$ cat src/common/dev_cmd_pkg.sv
// Purpose: shared constants and types of the device reset and idle dispatcher
// Assumes: 100 MHz clock, apb register access with 32-bit data
// Notes: all field values, offsets and timing counts live here
package dev_cmd_pkg;

	// ****************************************************************
	// timing
	// ****************************************************************
	localparam int CLK_PERIOD_NS = 10;
	localparam int DIAG_TIME_NS = 1000;
	localparam int DIAG_CYCLES = (DIAG_TIME_NS + CLK_PERIOD_NS - 1) / CLK_PERIOD_NS;
	localparam int DIAG_CNT_W = 8;

	// ****************************************************************
	// register map
	// ****************************************************************
	localparam int APB_ADDR_W = 8;
	localparam logic [7:0] CTRL_ADDR = 8'h00;
	localparam logic [7:0] STAT_ADDR = 8'h04;
	localparam int CTRL_PKT_BIT = 0;
	localparam int CTRL_QUEUE_BIT = 1;
	localparam int CTRL_STS_LO = 4;
	localparam int CTRL_STS_HI = 6;
	localparam int CTRL_ERR_LO = 8;
	localparam int CTRL_ERR_HI = 14;
	localparam logic [31:0] CTRL_RST = 32'h0000_0200;
	localparam int STAT_STATE_LO = 0;
	localparam int STAT_STATE_HI = 3;
	localparam int STAT_PASS_BIT = 4;
	localparam int STAT_PKT_BIT = 5;
	localparam int STAT_TYPE_LO = 8;
	localparam int STAT_TYPE_HI = 15;

	// ****************************************************************
	// frame types and register frame contents
	// ****************************************************************
	localparam logic [7:0] FIS_TYPE_REG = 8'h27;
	localparam logic [7:0] FIS_TYPE_FP_SETUP = 8'h41;
	localparam logic [7:0] SECT_VAL = 8'h01;
	localparam logic [7:0] CYL_PLAIN = 8'h00;
	localparam logic [7:0] CYL_LO_PKT = 8'h14;
	localparam logic [7:0] CYL_HI_PKT = 8'heb;
	localparam logic [7:0] DEV_HEAD_VAL = 8'h00;
	localparam logic [7:0] ERR_GOOD = 8'h01;
	localparam logic [7:0] ERR_BAD_SAFE = 8'h00;
	localparam logic [7:0] ERR_BAD_MAX = 8'h7f;
	localparam logic [7:0] STS_PKT = 8'h00;
	localparam int STS_FIELD_LO = 4;

	typedef enum logic [3:0] {
		reset_wait_state,
		init_diag_state,
		good_report_state,
		bad_report_state,
		idle_state,
		frame_classify_state,
		cmd_check_state,
		service_flag_state,
		soft_reset_entry_state
	} dev_state_t;

endpackage

$ cat src/hdl/diag_runner.sv
// Purpose: hardware initialisation and power-up diagnostic sequencing
// Assumes: i_diag_ok comes from logic on the same clock
// Notes: o_done is a one-cycle pulse, o_pass holds until the next run finishes
`timescale 1ns/1ps
module diag_runner (
	// clock and reset
	input wire logic i_clk,
	input wire logic i_rst_n,
	// control
	input wire logic i_start,
	input wire logic i_diag_ok,
	// result
	output logic o_done,
	output logic o_pass
);
	logic [dev_cmd_pkg::DIAG_CNT_W-1:0] cnt_ff;
	logic run_ff;

	// ****************************************************************
	// diagnostic timer
	// ****************************************************************
	always_ff @(posedge i_clk or negedge i_rst_n) begin
		if (!i_rst_n) begin
			cnt_ff <= '0;
			run_ff <= 1'b0;
		end else if (i_start) begin
			cnt_ff <= dev_cmd_pkg::DIAG_CNT_W'(dev_cmd_pkg::DIAG_CYCLES - 1);
			run_ff <= 1'b1;
		end else if (run_ff) begin
			cnt_ff <= cnt_ff - 1'b1;
			run_ff <= (cnt_ff != '0);
		end
	end

	// ****************************************************************
	// result capture
	// ****************************************************************
	always_ff @(posedge i_clk or negedge i_rst_n) begin
		if (!i_rst_n) begin
			o_done <= 1'b0;
			o_pass <= 1'b0;
		end else begin
			o_done <= run_ff && (cnt_ff == '0) && !i_start;
			if (run_ff && (cnt_ff == '0)) begin
				o_pass <= i_diag_ok;
			end
		end
	end
endmodule // diag_runner

$ cat src/hdl/reg_frame_fields.sv
// Purpose: holds the register frame contents reported after reset
// Assumes: i_load pulses once when diagnostics finish
// Notes: fields stay frozen until the next load
`timescale 1ns/1ps
module reg_frame_fields (
	// clock and reset
	input wire logic i_clk,
	input wire logic i_rst_n,
	// load request
	input wire logic i_load,
	input wire logic i_pass,
	input wire logic i_pkt,
	input wire logic [2:0] i_sts_bits,
	input wire logic [7:0] i_bad_err,
	// frame fields
	output logic [7:0] o_sect_cnt,
	output logic [7:0] o_sect_num,
	output logic [7:0] o_cyl_lo,
	output logic [7:0] o_cyl_hi,
	output logic [7:0] o_dev_head,
	output logic [7:0] o_err,
	output logic [7:0] o_status,
	output logic o_pkt
);
	// bad error code must never read as the good code nor use bit 7
	function automatic logic [7:0] bad_err_fix(input logic [7:0] code);
		if ((code == dev_cmd_pkg::ERR_GOOD) || (code > dev_cmd_pkg::ERR_BAD_MAX)) begin
			return dev_cmd_pkg::ERR_BAD_SAFE;
		end
		return code;
	endfunction

	// ****************************************************************
	// field latch
	// ****************************************************************
	always_ff @(posedge i_clk or negedge i_rst_n) begin
		if (!i_rst_n) begin
			o_sect_cnt <= dev_cmd_pkg::SECT_VAL;
			o_sect_num <= dev_cmd_pkg::SECT_VAL;
			o_cyl_lo <= dev_cmd_pkg::CYL_PLAIN;
			o_cyl_hi <= dev_cmd_pkg::CYL_PLAIN;
			o_dev_head <= dev_cmd_pkg::DEV_HEAD_VAL;
			o_err <= dev_cmd_pkg::ERR_GOOD;
			o_status <= dev_cmd_pkg::STS_PKT;
			o_pkt <= 1'b0;
		end else if (i_load) begin
			o_sect_cnt <= dev_cmd_pkg::SECT_VAL;
			o_sect_num <= dev_cmd_pkg::SECT_VAL;
			o_dev_head <= dev_cmd_pkg::DEV_HEAD_VAL;
			o_pkt <= i_pkt;
			o_cyl_lo <= i_pkt ? dev_cmd_pkg::CYL_LO_PKT : dev_cmd_pkg::CYL_PLAIN;
			o_cyl_hi <= i_pkt ? dev_cmd_pkg::CYL_HI_PKT : dev_cmd_pkg::CYL_PLAIN;
			o_status <= i_pkt ? dev_cmd_pkg::STS_PKT :
				{1'b0, i_sts_bits, 4'h0};
			o_err <= i_pass ? dev_cmd_pkg::ERR_GOOD : bad_err_fix(i_bad_err);
		end
	end
endmodule // reg_frame_fields

$ cat src/hdl/dev_reset_idle.sv
// Purpose: device command layer reset and idle sequencer with apb registers
// Assumes: transport signals are on i_clk; apb master on i_clk
// Notes: command protocols and soft reset protocol live outside this block
//
// Design decisions made here: the APB register port and the placing of the registers.
`timescale 1ns/1ps
module dev_reset_idle (
	// clock and reset
	input wire logic i_clk,
	input wire logic i_rst_n,
	// apb slave
	input wire logic i_psel,
	input wire logic i_penable,
	input wire logic i_pwrite,
	input wire logic [7:0] i_paddr,
	input wire logic [31:0] i_pwdata,
	output logic [31:0] o_prdata,
	output logic o_pready,
	output logic o_pslverr,
	// transport layer indications
	input wire logic i_comreset,
	input wire logic i_fis_rx,
	input wire logic [7:0] i_fis_type,
	input wire logic i_fis_c_bit,
	input wire logic i_soft_reset_bit,
	input wire logic i_fis_tx_done,
	input wire logic i_queue_ready,
	input wire logic i_proto_done,
	// device hardware
	input wire logic i_diag_ok,
	// transport layer requests
	output logic o_reg_tx_req,
	output logic o_sdb_tx_req,
	output logic [7:0] o_sect_cnt,
	output logic [7:0] o_sect_num,
	output logic [7:0] o_cyl_lo,
	output logic [7:0] o_cyl_hi,
	output logic [7:0] o_dev_head,
	output logic [7:0] o_err,
	output logic [7:0] o_status,
	// hand-off to outer protocols
	output logic o_cmd_check,
	output logic o_soft_reset_entry
);
	dev_cmd_pkg::dev_state_t state_ff;
	dev_cmd_pkg::dev_state_t nxt_state;
	logic [31:0] ctrl_ff;
	logic [7:0] type_ff;
	logic c_bit_ff;
	logic soft_reset_bit_ff;
	logic diag_start_ff;
	logic diag_done;
	logic diag_pass;
	logic pkt_lat;
	logic apb_acc;
	logic ctrl_hit;
	logic stat_hit;

	// ****************************************************************
	// apb slave
	// ****************************************************************
	assign apb_acc = i_psel && i_penable && o_pready;
	assign ctrl_hit = (i_paddr == dev_cmd_pkg::CTRL_ADDR);
	assign stat_hit = (i_paddr == dev_cmd_pkg::STAT_ADDR);

	always_ff @(posedge i_clk or negedge i_rst_n) begin
		if (!i_rst_n) begin
			o_pready <= 1'b0;
		end else begin
			o_pready <= i_psel && i_penable && !o_pready;
		end
	end

	always_ff @(posedge i_clk or negedge i_rst_n) begin
		if (!i_rst_n) begin
			o_prdata <= '0;
			o_pslverr <= 1'b0;
		end else if (i_psel && i_penable && !o_pready) begin
			o_pslverr <= !(ctrl_hit || stat_hit);
			o_prdata <= '0;
			if (!i_pwrite && ctrl_hit) begin
				o_prdata <= ctrl_ff;
			end else if (!i_pwrite && stat_hit) begin
				o_prdata[dev_cmd_pkg::STAT_STATE_HI:dev_cmd_pkg::STAT_STATE_LO] <= state_ff;
				o_prdata[dev_cmd_pkg::STAT_PASS_BIT] <= diag_pass;
				o_prdata[dev_cmd_pkg::STAT_PKT_BIT] <= pkt_lat;
				o_prdata[dev_cmd_pkg::STAT_TYPE_HI:dev_cmd_pkg::STAT_TYPE_LO] <= type_ff;
			end
		end else begin
			o_pslverr <= 1'b0;
		end
	end

	always_ff @(posedge i_clk or negedge i_rst_n) begin
		if (!i_rst_n) begin
			ctrl_ff <= dev_cmd_pkg::CTRL_RST;
		end else if (apb_acc && i_pwrite && ctrl_hit) begin
			ctrl_ff <= i_pwdata;
		end
	end

	// ****************************************************************
	// diagnostics and frame contents
	// ****************************************************************
	diag_runner u_diag (
		.i_clk(i_clk),
		.i_rst_n(i_rst_n),
		.i_start(diag_start_ff),
		.i_diag_ok(i_diag_ok),
		.o_done(diag_done),
		.o_pass(diag_pass)
	);

	reg_frame_fields u_fields (
		.i_clk(i_clk),
		.i_rst_n(i_rst_n),
		.i_load(diag_done && (state_ff == dev_cmd_pkg::init_diag_state) && !i_comreset),
		.i_pass(diag_pass),
		.i_pkt(ctrl_ff[dev_cmd_pkg::CTRL_PKT_BIT]),
		.i_sts_bits(ctrl_ff[dev_cmd_pkg::CTRL_STS_HI:dev_cmd_pkg::CTRL_STS_LO]),
		.i_bad_err(ctrl_ff[dev_cmd_pkg::CTRL_ERR_HI:dev_cmd_pkg::CTRL_ERR_LO] == 7'h00 ?
			8'h00 : {1'b0, ctrl_ff[dev_cmd_pkg::CTRL_ERR_HI:dev_cmd_pkg::CTRL_ERR_LO]}),
		.o_sect_cnt(o_sect_cnt),
		.o_sect_num(o_sect_num),
		.o_cyl_lo(o_cyl_lo),
		.o_cyl_hi(o_cyl_hi),
		.o_dev_head(o_dev_head),
		.o_err(o_err),
		.o_status(o_status),
		.o_pkt(pkt_lat)
	);

	// ****************************************************************
	// received frame capture
	// ****************************************************************
	always_ff @(posedge i_clk or negedge i_rst_n) begin
		if (!i_rst_n) begin
			type_ff <= '0;
			c_bit_ff <= 1'b0;
			soft_reset_bit_ff <= 1'b0;
		end else if (i_fis_rx && (state_ff == dev_cmd_pkg::idle_state)) begin
			type_ff <= i_fis_type;
			c_bit_ff <= i_fis_c_bit;
			soft_reset_bit_ff <= i_soft_reset_bit;
		end
	end

	// ****************************************************************
	// sequencer
	// ****************************************************************
	always_comb begin
		nxt_state = state_ff;
		unique case (state_ff)
			dev_cmd_pkg::reset_wait_state: begin
				if (!i_comreset) begin
					nxt_state = dev_cmd_pkg::init_diag_state;
				end
			end
			dev_cmd_pkg::init_diag_state: begin
				if (diag_done && diag_pass) begin
					nxt_state = dev_cmd_pkg::good_report_state;
				end else if (diag_done) begin
					nxt_state = dev_cmd_pkg::bad_report_state;
				end
			end
			dev_cmd_pkg::good_report_state,
			dev_cmd_pkg::bad_report_state: begin
				if (i_fis_tx_done) begin
					nxt_state = dev_cmd_pkg::idle_state;
				end
			end
			dev_cmd_pkg::idle_state: begin
				if (i_fis_rx) begin
					nxt_state = dev_cmd_pkg::frame_classify_state;
				end else if (i_queue_ready && ctrl_ff[dev_cmd_pkg::CTRL_QUEUE_BIT]) begin
					nxt_state = dev_cmd_pkg::service_flag_state;
				end
			end
			dev_cmd_pkg::frame_classify_state: begin
				nxt_state = dev_cmd_pkg::idle_state;
				if (type_ff == dev_cmd_pkg::FIS_TYPE_REG) begin
					if (c_bit_ff) begin
						nxt_state = dev_cmd_pkg::cmd_check_state;
					end else if (soft_reset_bit_ff) begin
						nxt_state = dev_cmd_pkg::soft_reset_entry_state;
					end
				end
			end
			dev_cmd_pkg::service_flag_state: begin
				if (i_fis_tx_done) begin
					nxt_state = dev_cmd_pkg::idle_state;
				end
			end
			dev_cmd_pkg::cmd_check_state,
			dev_cmd_pkg::soft_reset_entry_state: begin
				if (i_proto_done) begin
					nxt_state = dev_cmd_pkg::idle_state;
				end
			end
			default: begin
				nxt_state = dev_cmd_pkg::reset_wait_state;
			end
		endcase
		if (i_comreset) begin
			nxt_state = dev_cmd_pkg::reset_wait_state;
		end
	end

	always_ff @(posedge i_clk or negedge i_rst_n) begin
		if (!i_rst_n) begin
			state_ff <= dev_cmd_pkg::reset_wait_state;
		end else begin
			state_ff <= nxt_state;
		end
	end

	// ****************************************************************
	// request outputs
	// ****************************************************************
	always_ff @(posedge i_clk or negedge i_rst_n) begin
		if (!i_rst_n) begin
			diag_start_ff <= 1'b0;
			o_reg_tx_req <= 1'b0;
			o_sdb_tx_req <= 1'b0;
			o_cmd_check <= 1'b0;
			o_soft_reset_entry <= 1'b0;
		end else begin
			diag_start_ff <= (nxt_state == dev_cmd_pkg::init_diag_state) &&
				(state_ff != dev_cmd_pkg::init_diag_state);
			o_reg_tx_req <= (nxt_state == dev_cmd_pkg::good_report_state) ||
				(nxt_state == dev_cmd_pkg::bad_report_state);
			o_sdb_tx_req <= (nxt_state == dev_cmd_pkg::service_flag_state);
			o_cmd_check <= (nxt_state == dev_cmd_pkg::cmd_check_state);
			o_soft_reset_entry <= (nxt_state == dev_cmd_pkg::soft_reset_entry_state);
		end
	end
endmodule // dev_reset_idle

$ cat config.mk
export PLATFORM = sky130hd
export DESIGN_NAME = dev_reset_idle
export DESIGN_NICKNAME = d
export VERILOG_FILES = /design/src/common/dev_cmd_pkg.sv /design/src/hdl/diag_runner.sv /design/src/hdl/reg_frame_fields.sv /design/src/hdl/dev_reset_idle.sv
export SDC_FILE = /design/constraint.sdc
export NUM_CORES = 1
export LEC_CHECK = 0
export BUFFER_PORTS_ARGS = -buffer_cell sky130_fd_sc_hd__buf_2
export CORE_MARGIN = 5
export CORE_UTILIZATION = 42
export CTS_CLUSTER_SIZE = 14
export DETAILED_ROUTE_END_ITERATION = 12
export PLACE_DENSITY = 0.8
export SLEW_MARGIN = 25
export SYNTH_ARGS = -nofsm -noshare
export SYNTH_HDL_FRONTEND = slang
export SYNTH_HIERARCHICAL = 1
export SYNTH_SLANG_ARGS = --single-unit
$ cat constraint.sdc
create_clock -name i_clk -period 2.45 [get_ports i_clk]
set_input_delay 0.245 -clock i_clk [delete_from_list [all_inputs] [get_ports i_clk]]
set_output_delay 0.245 -clock i_clk [all_outputs]
set_load 0.02 [all_outputs]
### Word-level counts from Yosys, hierarchy flattened

Cells that the tools add are included.

| storage, ports and cells | value |
|---|---|
| bits in registers | 129 |
| input bits | 61 |
| output and inout bits | 94 |
| word-level logic and storage cells | 104 |

| operators by class | value |
|---|---|
| $add $sub $neg | 1 |
| magnitude comparators | 1 |
| equality and inequality tests | 18 |
| muxes and demuxes | 31 |
| reduce and logical (&&, ||, !) cells | 31 |

Operators with widths:

| cell | count |
|---|---|
| 8-bit two-way mux | 8 |
| 4-bit two-way mux | 10 |
| 4-bit by 3-bit equality test with 1-bit output (second input constant) | 6 |
| 4-bit case mux with 6 select lines | 1 |
| 4-bit by 2-bit equality test with 1-bit output (second input constant) | 4 |
| 8-bit logical NOT | 2 |
| 16-bit two-way mux | 1 |
| 1-bit logical AND | 15 |
| 7-bit two-way mux | 2 |
| 6-bit two-way mux | 2 |
| 4-bit by 1-bit equality test with 1-bit output (second input constant) | 2 |
| 4-bit equality test (second input constant) | 2 |
| 8-bit by 3-bit equality test with 1-bit output (second input constant) | 1 |
| 8-bit by 6-bit equality test with 1-bit output (second input constant) | 1 |
| 8-bit nonzero test | 1 |
| 8-bit by 1-bit subtractor with 8-bit output (second input constant) | 1 |
| 7-bit by 1-bit equality test with 1-bit output (second input constant) | 1 |
| 7-bit greater-than comparator (second input constant) | 1 |
| 7-bit logical NOT | 1 |
| 1-bit logical NOT | 5 |
| 1-bit two-way mux | 5 |
| 5-bit two-way mux | 1 |
| 4-bit logical NOT | 1 |
| 4-bit by 1-bit inequality test with 1-bit output (second input constant) | 1 |
| other kinds (5) | 7 |

### Longest topological paths before layout

Gate-level depths: netlist (run 1).

| depth | value |
|---|---|
| depth after elaboration | 8 |
| mapped depth | 7 |
| depth with buffers taken out | 6 |

### Hierarchy

The synthesis (run 1) kept the hierarchy.

By module, submodules not included:

| module | instances | cells each | area each (um^2) | sequential area each (um^2) |
|---|---|---|---|---|
| dev_reset_idle | 1 | 270 | 3505.9 | 2128.3 |
| reg_frame_fields | 1 | 97 | 862.1 | 301.5 |
| diag_runner | 1 | 53 | 598.1 | 275.3 |

### Worst setup path before layout (run 1)

Ideal clock, no wire load.

| path | value |
|---|---|
| path kind | in2reg |
| start | in i_paddr[5] |
| end | reg ctrl_ff[10] |
| setup time | 0.125 ns |
| data arrival time | 1.755 ns |
| data required time | 2.325 ns |
| path slack | 0.570 ns |
| stages | 4 |
| path buffers | 1 |
| path through | or4_4 -> nor4_4 -> buf_6 -> mux2_2 |

| on the way | value |
|---|---|
| longest elaborated chain between the ends | 2 |

Ends and longest elaborated chain:

| element | line | text |
|---|---|---|
| from (decl) | dev_reset_idle.sv:15 | `input wire logic [7:0] i_paddr,` |
| 8-bit logical NOT | dev_reset_idle.sv:63 | `assign ctrl_hit = (i_paddr == dev_cmd_pkg::CTRL_ADDR);` |
| 1-bit logical AND | dev_reset_idle.sv:97 | `end else if (apb_acc && i_pwrite && ctrl_hit) begin` |
| to (signal assigned) | dev_reset_idle.sv:96 | `ctrl_ff <= dev_cmd_pkg::CTRL_RST;` |
| to (signal assigned) | dev_reset_idle.sv:98 | `ctrl_ff <= i_pwdata;` |
| to (decl) | dev_reset_idle.sv:47 | `logic [31:0] ctrl_ff;` |

Every way passes these cells.
A chain may end at the register's enable or synchronous reset.

### Final worst setup path (run 1)

| path | value |
|---|---|
| start | reg state_ff[2] |
| end | reg u_fields.o_err[0] |

| on the way | value |
|---|---|
| longest elaborated chain between the ends | 3 |

Ends and longest elaborated chain:

| element | line | text |
|---|---|---|
| from (decl) | dev_reset_idle.sv:45 | `dev_cmd_pkg::dev_state_t state_ff;` |
| from (signal assigned) | dev_reset_idle.sv:211 | `state_ff <= dev_cmd_pkg::reset_wait_state;` |
| from (signal assigned) | dev_reset_idle.sv:213 | `state_ff <= nxt_state;` |
| 4-bit by 1-bit equality test with 1-bit output | dev_reset_idle.sv:117 | `.i_load(diag_done && (state_ff == dev_cmd_pkg::init_diag_state) && !i_comreset),` |
| 1-bit logical AND (2 in series) | dev_reset_idle.sv:117 |  |
| to (signal assigned) | reg_frame_fields.sv:43 | `o_err <= dev_cmd_pkg::ERR_GOOD;` |
| to (signal assigned) | reg_frame_fields.sv:55 | `o_err <= i_pass ? dev_cmd_pkg::ERR_GOOD : bad_err_fix(i_bad_err);` |
| to (decl) | reg_frame_fields.sv:21 | `output logic [7:0] o_err,` |

Every way passes these cells.

==> metrics.md, run 1 <==
| Metric | Value |
|---|---|
| Outcome | completed |
| Leak pwr | 0.00309 uW |
| Max FO, Critical Path | 13 |
| Most used DFF post-synth | dfrtp_1 |
| Maximum clock path buffer count | 2 |
| Routed vias/inst | 5.04 |
| Count leader, synth | dfrtp_1 |
| Layout cell share with drive strength beyond 1 | 38.0% |
| Worst slew pin tran | 0.545 ns |
| DRT iter0 DRCs | 232 |
| CP Class | flip-flop to flip-flop |
| Placement Cell Area | 5480 um2 |
| Antenna Nets Post-Route | 0 |
| Setup crit start | state_ff[2] |
| First-pass GRT wire length | 17.5 mm |
| Final setup vio count | 0 |
| Tcrit/Tclk final | 80.2% |
| EDFF count, synth | 0 |
| Hold Crit Start | i_soft_reset_bit |
| Synth warnings | 6 |
| Multi-input logic area | 1850 um2 |
| CP arrival | 2.23 ns |
| Slew headroom | 63.7% |
| Type of origin of the critical path | flip-flop |
| Max-Cap Viols | 0 |
| Nets | 587 |
| Hold Vio Cnt, Final | 0 |
| Post-synthesis sequential area ratio | 54.5% |
| Horiz. Die Dim | 119 um |
| Pre-antenna DRT Iters | 6 |
| Worst hold path class | input pin to flip-flop |
| Largest net degree at the start of global routing | 45 |
| RSZ-0062 raised after global routing | no |
| Synthesized flop and latch total | 108 |
| GRT Util Overall | 15.3% |
| Io pins | 155 |
| Util after Layout | 50.5% |
| Max VDD drop | 391 uV |
| FF/Latch Area | 2710 um2 |
| Setup_tns | 0 ns |
| Die Ht | 119 um |
| Global route total overflow | 0 |
| Post-CTS Hold Fix Bufs | 1 |
| Layout fillers | 1028 |
| Yosys top cell area share | 53.4% |
| WL per Instance | 16.0 um |
| Total CTS buffers | 9 |
| Ant diodes | 0 |
| CTS H-tree depth | 3 |
| Avg Synthesized Cell Area | 11.8 um2 |
| Final Power | 3910 uW |
| Reg clk slew, reported paths | 0.08 ns |
| Synthesized area | 4970 um2 |
| Core ar. | 11500 um2 |
| Fraction of registers with async set/reset | 100% |
| Vias in the first global route | 3434 |
| Initial antenna violation count | 0 |
| Clock sink count | 108 |
| Final WL | 10.7 mm |
| Hpwl dp | 7.89 mm |
| Layout area overhead | 17.2% |
| Yosys cell types | 56 |
| Reg-to-reg startpoint | state_ff[2] |
| Min Tclk post-route | 1.97 ns |
| Cts repair resizes | 0 |
| Post-CTS setup buffer count | 0 |
| CP required | 2.72 ns |
| PortBufs | 117 |
| Vias | 3390 |
| GPL Wtd Cong | 0.836 |
| Most common library cells after synthesis | 106 x dfrtp_1, 45 x buf_4, 42 x mux2_2 |
| Peak Freq | 509 MHz |
| Cell taking the most area after synthesis | dfrtp_1 |
| Final instance area | 5820 um2 |
| Remaining DRCs | 0 |
| Cells after synthesis | 420 |
| Die area | 14100 um2 |
| Worst Setup End Kind | flip-flop |
| # rows | 39 |
| Clock root cell | clkbuf_16 |
| Setup Skew | 0.00972 ns |
| CTS tree | yes |
| Initial Util | 43.1% |
| Synth top area cells | dfrtp_1 53%, mux2_2 9.5%, buf_4 6.8%, a22o_1 3.2%, nand2_1 2.6% |
| Final slew viol count | 0 |
| Clk_lat worst skew | 0.34 ns |
| Power Dens Cells | 673 nW/um2 |
final timing paths:
check / to / slack, ns / cells after the start
min reg2reg: o_prdata[15] / 0.47 / 2
min in group asynchronous: o_prdata[21] / 0.44 / 2
max reg2reg: u_fields/o_err[0] / 0.48 / 6
max: u_fields/o_err[0] / 0.48 / 6
min: soft_reset_bit_ff / 0.14 / 2
max in group asynchronous: ctrl_ff[9] / 1.24 / 3
kinds of logic after synthesis:
family	synth area share (%)
compound gates	9.88
other cells	0.227
xor+xnor	0.353
fa+ha+maj	0.504
mux	10.6
simple gates	13.0
buf+inv	11.0
flops	54.5
critical path: stages, from the launching register on:
cell and delay (ns):
dfrtp_1 0.51, nor4b_1 0.43, nand2_1 0.12, nor2_1 0.33, buf_4 0.26, o22ai_1 0.11, a21oi_2 0.12
placed cells by master (no fill, tap or decap), drive strengths merged, types with 3 or more instances in the layout:
cell type,netlist,routed
nand2b,6,6
a22o,18,18
mux2,45,45
clkbuf,15,9
nor4,6,6
nand2,34,34
dfrtp,106,106
nand3b,4,4
a31oi,4,4
buf,55,126
nor4bb,3,3
nand3,8,8
nor2,13,13
o21ai,13,13
a22oi,14,14
nor2b,5,5
a21oi,8,8
nand4,3,3
or3,4,4
nor4b,6,6
inv,17,20
conb,3,39
state kept, by name, indices dropped and copies added, names as in the netlist, 3 cells and up:
register and cells:
u_fields/o_status 3, u_diag/cnt_ff 8, state_ff 4, o_prdata 32, u_fields/o_err 8, type_ff 8, ctrl_ff 32
report_power, final:
part	switching, uW	internal (uW)	leakage, uW	total, uW
combinational	232	154	0.00149	386
sequential	98.1	1850	0.00145	1950
clock	664	912	0.000159	1580
total	994	2920	0.00309	3910
metrics by stage:
step | setup slack [ns] | instances | hold WS, ns
3_5_place_dp | 0.423 | 655 | 0.264
5_1_grt | 0.289 | 672 | 0.126
3_3_place_gp | 0.471 | 655 | 0.257
2_1_floorplan | 0.570 | 456 | -0.0506
6_report | 0.484 | 672 | 0.138
4_1_cts | 0.473 | 672 | 0.124
layout make-up:
class	instances	share of cell area [%]
clock buffer	9	3.87
inverter	17	1.10
clock inverter	7	1.81
tap	143	3.08
timing repair buffer	127	11.9
multi-input combinational	261	31.8
sequential	108	46.5
layer usage:
layer | vias to the layer above | part of all wire [%] | GRT usage [%]
li1 | 1594 | - | -
met2 | 123 | 48 | 25.3
met4 | 0 | 1.1 | 4.56
met5 | - | 0 | 0
met1 | 1664 | 44 | 20.0
met3 | 9 | 6.7 | 3.77
(Power assumes the default switching activity.)
==> run 2: changes to the inputs <==
Settings changed: PLACE_DENSITY 0.8 to 0.82.
Clock period 2.45 ns to 1.8 ns, I/O delays scaled along.
==> metrics.md, run 2 (same netlist as run 1, synthesis figures left out) <==
| Metric | Value |
|---|---|
| Outcome | completed |
| WP buf/inv | 1 (unchanged) |
| Antenna Nets Post-Route | 0 (unchanged) |
| Layout area overhead | 19.3% |
| Initial antenna violation count | 0 (unchanged) |
| Cells along the critical path | buf_4 -> or3_4 -> a21oi_2 -> o31ai_2 -> nor4bb_2 |
| Final setup vio count | 0 (unchanged) |
| Pre-antenna DRT Iters | 5 (-1) |
| Type of origin of the critical path | flip-flop |
| Final WL | 11.2 mm (+4.6%) |
| Reg-to-reg startpoint | state_ff[1] |
| Vias | 3499 (+3.2%) |
| Worst Setup End Kind | flip-flop |
| CP arrival | 1.96 ns (-0.27 ns) |
| Final Power | 5010 uW (+28%) |
| Reg2Reg Depth | 5 (-1) |
| Hold Vio Cnt, Final | 0 (unchanged) |
| R2R Setup Slk | 0.08 ns (-0.40 ns) |
| Min Tclk post-route | 1.72 ns (-0.248 ns) |
| CP Class | flip-flop to flip-flop |
| Die area | 14100 um2 (unchanged) |
| Maximum clock path buffer count | 2 (unchanged) |
| CP required | 2.04 ns (-0.68 ns) |
| First-pass GRT wire length | 18.2 mm (+4.1%) |
| Peak Freq | 582 MHz (+14%) |
| WL per Instance | 16.5 um (+3.1%) |
| Hold slack | 0.0616 ns (-0.0765 ns) |
| Max-Cap Viols | 0 (unchanged) |
| Initial Util | 43.1% (unchanged) |
| Most frequent cells in the layout | 116 x buf_2, 103 x dfrtp_1, 42 x mux2_2 |
| GRT Util Overall | 16.0% (+0.74 points) |
| Setup Skew | 0.0107 ns (+0.00103 ns) |
| Horiz. Die Dim | 119 um (unchanged) |
| Remaining DRCs | 0 (unchanged) |
| Core ar. | 11500 um2 (unchanged) |
| RSZ-0062 raised after global routing | no |
| Layout cell share with drive strength beyond 1 | 41.6% (+3.6 points) |
| # rows | 39 (unchanged) |
| GPL Wtd Cong | 0.810 (-3.2%) |
| Hold path depth | 2 (unchanged) |
| Max VDD drop | 447 uV (+14%) |
| Largest net degree at the start of global routing | 46 (+2.2%) |
| Commonest non-fill, non-tap cell in the layout | buf_2 |
| Max FO, Critical Path | 13 (unchanged) |
| Power Dens Cells | 845 nW/um2 (+26%) |
| Nets | 598 (+1.9%) |
| Global route total overflow | 0 (unchanged) |
| Die Ht | 119 um (unchanged) |
| Clock sink count | 108 (unchanged) |
| Setup crit start | state_ff[1] |
| Worst path slowest cell | dfrtp_2 |
| Critical Path End | o_cmd_check |
| Worst path depth | 5 (-1) |
| Io pins | 155 (unchanged) |
| Tcrit/Tclk final | 95.4% (+15 points) |
| Final slew viol count | 0 (unchanged) |
| Slowest stage delay, CP | 0.44 ns (-0.07 ns) |
| CTS H-tree depth | 3 (unchanged) |
| Leak pwr | 0.00313 uW (+1.2%) |
| Worst path top cell family by delay | simple AND/OR/NAND/NOR gates |
| CTS tree | yes |
| Routed vias/inst | 5.13 (+1.7%) |
| PortBufs | 117 (unchanged) |
| Clk_lat worst skew | 0.35 ns (about the same) |
| Total CTS buffers | 9 (unchanged) |
| Worst hold path class | input pin to flip-flop |
| Largest regs | ctrl_ff x32, o_prdata x32 |
| Ant diodes | 0 (unchanged) |
| Vias in the first global route | 3509 (+2.2%) |
| Worst reg2reg endpoint | o_cmd_check |
| Clock root cell | clkbuf_16 |
| Hpwl dp | 8.06 mm (+2.2%) |
| DRT iter0 DRCs | 308 (+33%) |
| Reg clk slew, reported paths | 0.07 ns (about the same) |
==> run 2: cell count changes in the layout (fill, tap and decap cells not counted), sizes merged <==
cell      delta
clkinv       +1
inv          -2
clkinvlp     +1
bufinv       -2
clkbuf       +1
buf         +11
==> run 2: worst min-delay path by stage <==
stage	from	endpoint	slack, ns
after floorplan	i_rst_n	c_bit_ff	-0.12
after global placement	i_rst_n	o_prdata[22]	0.15
after detailed placement	i_rst_n	o_prdata[22]	0.15
after CTS	i_pwdata[29]	ctrl_ff[29]	0.04
after global routing	i_pwdata[29]	ctrl_ff[29]	0.05
final	i_fis_type[3]	type_ff[3]	0.06
==> run 2: final cells by class <==
cell class	count	area, um2
Timing Repair Buffer	138	798
Inverter	17	63.8
Multi-Input combinational cell	261	1910
Tap cell	143	179
Sequential cell	108	2710
Clock inverter	5	37.5
Fill cell	993	5590
Clock buffer	10	229
==> run 2: repair_timing <==
action	CTS	global route
hold buffers	1	0
setup buffers	0	4
pin swaps	0	1
endpoints found under the setup margin	2	13
gates resized for setup	1	15
endpoints found under the hold margin	30	0
==> run 2: where the power goes <==
group	internal [uW]	switching (uW)
Clock	936	871
Sequential	2520	129
Combinational	223	327
Total	3680	1330
==> run 2: layer usage <==
layer	routed length, um	up-vias	track usage (%)
met5	0	-	0
met4	199	0	6.01
met3	726	17	3.77
met2	5330	140	25.7
met1	4990	1725	21.2
li1	-	1617	-
==> run 2: stage by stage <==
stage / instance area (um2) / cells / TNS, ns / util [%] / setup slack [ns]
after floorplan: 5100 / 456 / -0.391 / - / -0.0147
after global placement: 5560 / 662 / -2.34 / 48.2 / -0.0753
after detailed placement: 5560 / 662 / -4.32 / 48.2 / -0.135
after CTS: 5840 / 678 / 0 / 50.7 / 0.00624
after global routing: 5930 / 682 / 0 / 51.5 / 0.00447
final: 5930 / 682 / 0 / 51.5 / 0.0824
==> run 3: changes to the inputs <==
Settings changed: SETUP_SLACK_MARGIN set to 0.15.
==> metrics.md, run 3 (same netlist as run 1, synthesis figures left out) <==
| Metric | Value |
|---|---|
| Hpwl dp | 8.14 mm (+0.93%) |
| Initial Util | 43.1% (unchanged) |
| Max-Cap Viols | 0 (unchanged) |
| Largest net degree at the start of global routing | 109 (+140%) |
| Util after Layout | 53.0% (+1.6 points) |
| Max VDD drop | 737 uV (+65%) |
| Hold path depth | 2 (unchanged) |
| Outcome | completed |
| CP Class | flip-flop to flip-flop |
| Max FO, Critical Path | 6 (-7) |
| DRT iter0 DRCs | 206 (-33%) |
| Die Ht | 119 um (unchanged) |
| CTS tree | yes |
| Final slew viol count | 0 (unchanged) |
| Horiz. Die Dim | 119 um (unchanged) |
| Io pins | 155 (unchanged) |
| Reg2Reg Depth | 4 (-1) |
| Worst hold path class | input pin to flip-flop |
| GRT met2 Usage | 26.4% (+0.64 points) |
| Peak Freq | 587 MHz (+0.90%) |
| CP required | 2.06 ns (+0.02 ns) |
| WL per Instance | 17.1 um (+3.9%) |
| CP arrival | 1.96 ns (about the same) |
| M1 GR Usage | 21.0% (-0.26 points) |
| Power Dens Cells | 850 nW/um2 (+0.51%) |
| Non-filler cells, final | 683 (+0.15%) |
| Layout area overhead | 23.0% |
| Min Tclk post-route | 1.70 ns (-0.0153 ns) |
| Clock network fraction of total power | 37.6% (+1.5 points) |
| Total CTS buffers | 9 (unchanged) |
| CTS H-tree depth | 3 (unchanged) |
| Final Power | 5190 uW (+3.6%) |
| Antenna Nets Post-Route | 0 (unchanged) |
| Clock root cell | clkbuf_16 |
| Largest regs | ctrl_ff x32, o_prdata x32 |
| Leak pwr | 0.00320 uW (+2.3%) |
| Type of origin of the critical path | flip-flop |
| Maximum clock path buffer count | 2 (unchanged) |
| Most frequent cells in the layout | 116 x buf_2, 102 x dfrtp_1, 41 x mux2_2 |
| GRT Util Overall | 16.2% (+0.12 points) |
| GPL Wtd Cong | 0.817 (+0.98%) |
| Final setup vio count | 0 (unchanged) |
| R2R Setup Slk | 0.1 ns (+0.02 ns) |
| Vias in the first global route | 3524 (+0.43%) |
| Worst slew pin tran | 0.565 ns |
| Sw Ratio | 27.9% (+1.4 points) |
| Global route total overflow | 0 (unchanged) |
| Clk_lat worst skew | 0.35 ns (about the same) |
| Reg clk slew, reported paths | 0.08 ns (about the same) |
| Hold Vio Cnt, Final | 0 (unchanged) |
| Met3 Track Usage GR | 4.49% (+0.72 points) |
| Layout fillers | 957 (-3.6%) |
| RSZ-0062 raised after global routing | yes |
| # rows | 39 (unchanged) |
| Worst Setup End Kind | flip-flop |
| Remaining DRCs | 0 (unchanged) |
| Layout cell share with drive strength beyond 1 | 44.8% (+3.3 points) |
| Slew headroom | 62.3% |
| Final instance area | 6110 um2 (+3.1%) |
| First-pass GRT wire length | 18.3 mm (+0.91%) |
| Initial antenna violation count | 0 (unchanged) |
| Top Usage Layer GRT | met2 |
| Tcrit/Tclk final | 94.6% (-0.85 points) |
| Ant diodes | 0 (unchanged) |
| Multi-input logic area | 2040 um2 (+6.9%) |
| Commonest non-fill, non-tap cell in the layout | buf_2 |
| Final WL | 11.7 mm (+4.1%) |
| Die area | 14100 um2 (unchanged) |
| Pre-antenna DRT Iters | 4 (-1) |
| Vias | 3551 (+1.5%) |
| DP Cell Count | 660 (-0.30%) |
| Setup Skew | 0.00797 ns (-0.00277 ns) |
| Core ar. | 11500 um2 (unchanged) |
| Pint | 3740 uW (+1.6%) |
| Nets | 598 (unchanged) |
| Clock sink count | 108 (unchanged) |
| Reg power frac | 51.2% (-1.8 points) |
| Placement Cell Area | 5540 um2 (-0.34%) |
| Routed vias/inst | 5.20 (+1.3%) |
| Combinational share of power | 11.2% (+0.2 points) |
| Sw Pwr | 1450 uW (+9.1%) |
| PortBufs | 117 (unchanged) |
| FF/Latch Area | 2710 um2 (about the same) |
run 3: changes by cell type in the layout (fill, tap and decap cells not counted), sizes merged:
cell | before | now
clkbuf | 10 | 9
clkinv | 2 | 4
inv | 18 | 20
clkinvlp | 2 | 0
run 3: metal layers:
layer	part of all wire [%]	wire length, um
met1	42	4950
met5	0	0
met3	7.5	879
met2	49	5710
met4	1.4	164
run 3: through the flow:
step,worst slack [ns],hold WS (ns),setup TNS (ns)
floorplan,-0.0147,-0.116,-0.391
global placement,-0.0705,0.291,-2.15
detailed placement,-0.103,0.301,-3.02
CTS,0.137,0.0354,0
global route,0.0472,0.0420,0
finish,0.0978,0.0450,0
run 3: layout make-up:
cell class              instances  share of cell area (%)
repair buffers                138                    13.2
inverters                      17                    1.04
multi-input cells             261                    33.4
clock buffers                   9                    3.69
clock inverters                 7                    1.29
well taps                     143                    2.93
flip-flops and latches        108                    44.4
run 3: power by group through the flow:
| stage | sequential [uW] | clock, uW | combinational [uW] |
|---|---|---|---|
| 6_report | 2660 | 1950 | 581 |
| 5_1_grt | 2670 | 2110 | 639 |
| 4_1_cts | 2660 | 2010 | 553 |
| 3_5_place_dp | 2700 | 0 | 544 |
| 2_1_floorplan | 2690 | 0 | 379 |
| 3_3_place_gp | 2690 | 0 | 515 |
run 3: worst paths after layout:
| kind | startpoint | to |
|---|---|---|
| worst max-delay path | state_ff[1] | o_cmd_check |
| max in group asynchronous | i_rst_n | state_ff[3] |
| worst min-delay path | i_pwdata[12] | ctrl_ff[12] |
| worst max register to register | state_ff[1] | o_cmd_check |
| worst min register to register | o_prdata[3] | o_prdata[3] |
| min in group asynchronous | i_rst_n | o_prdata[22] |
run 3: worst max-delay path, cell delays in order (launching register included):
cell and delay, ns:
dfrtp_2 0.48, or4bb_4 0.55, a31oi_4 0.19, o31ai_4 0.10, nor4bb_4 0.29
run 3: timing repair:
| item | 4_1_cts | 5_1_grt |
|---|---|---|
| setup endpoints to repair | 14 | 24 |
| pin swaps | 5 | 8 |
| endpoints found under the hold margin | 106 | 0 |
| gates resized for setup | 15 | 40 |
| hold buffers | 1 | 0 |
| cloned | 0 | 1 |
| setup buffers | 2 | 3 |
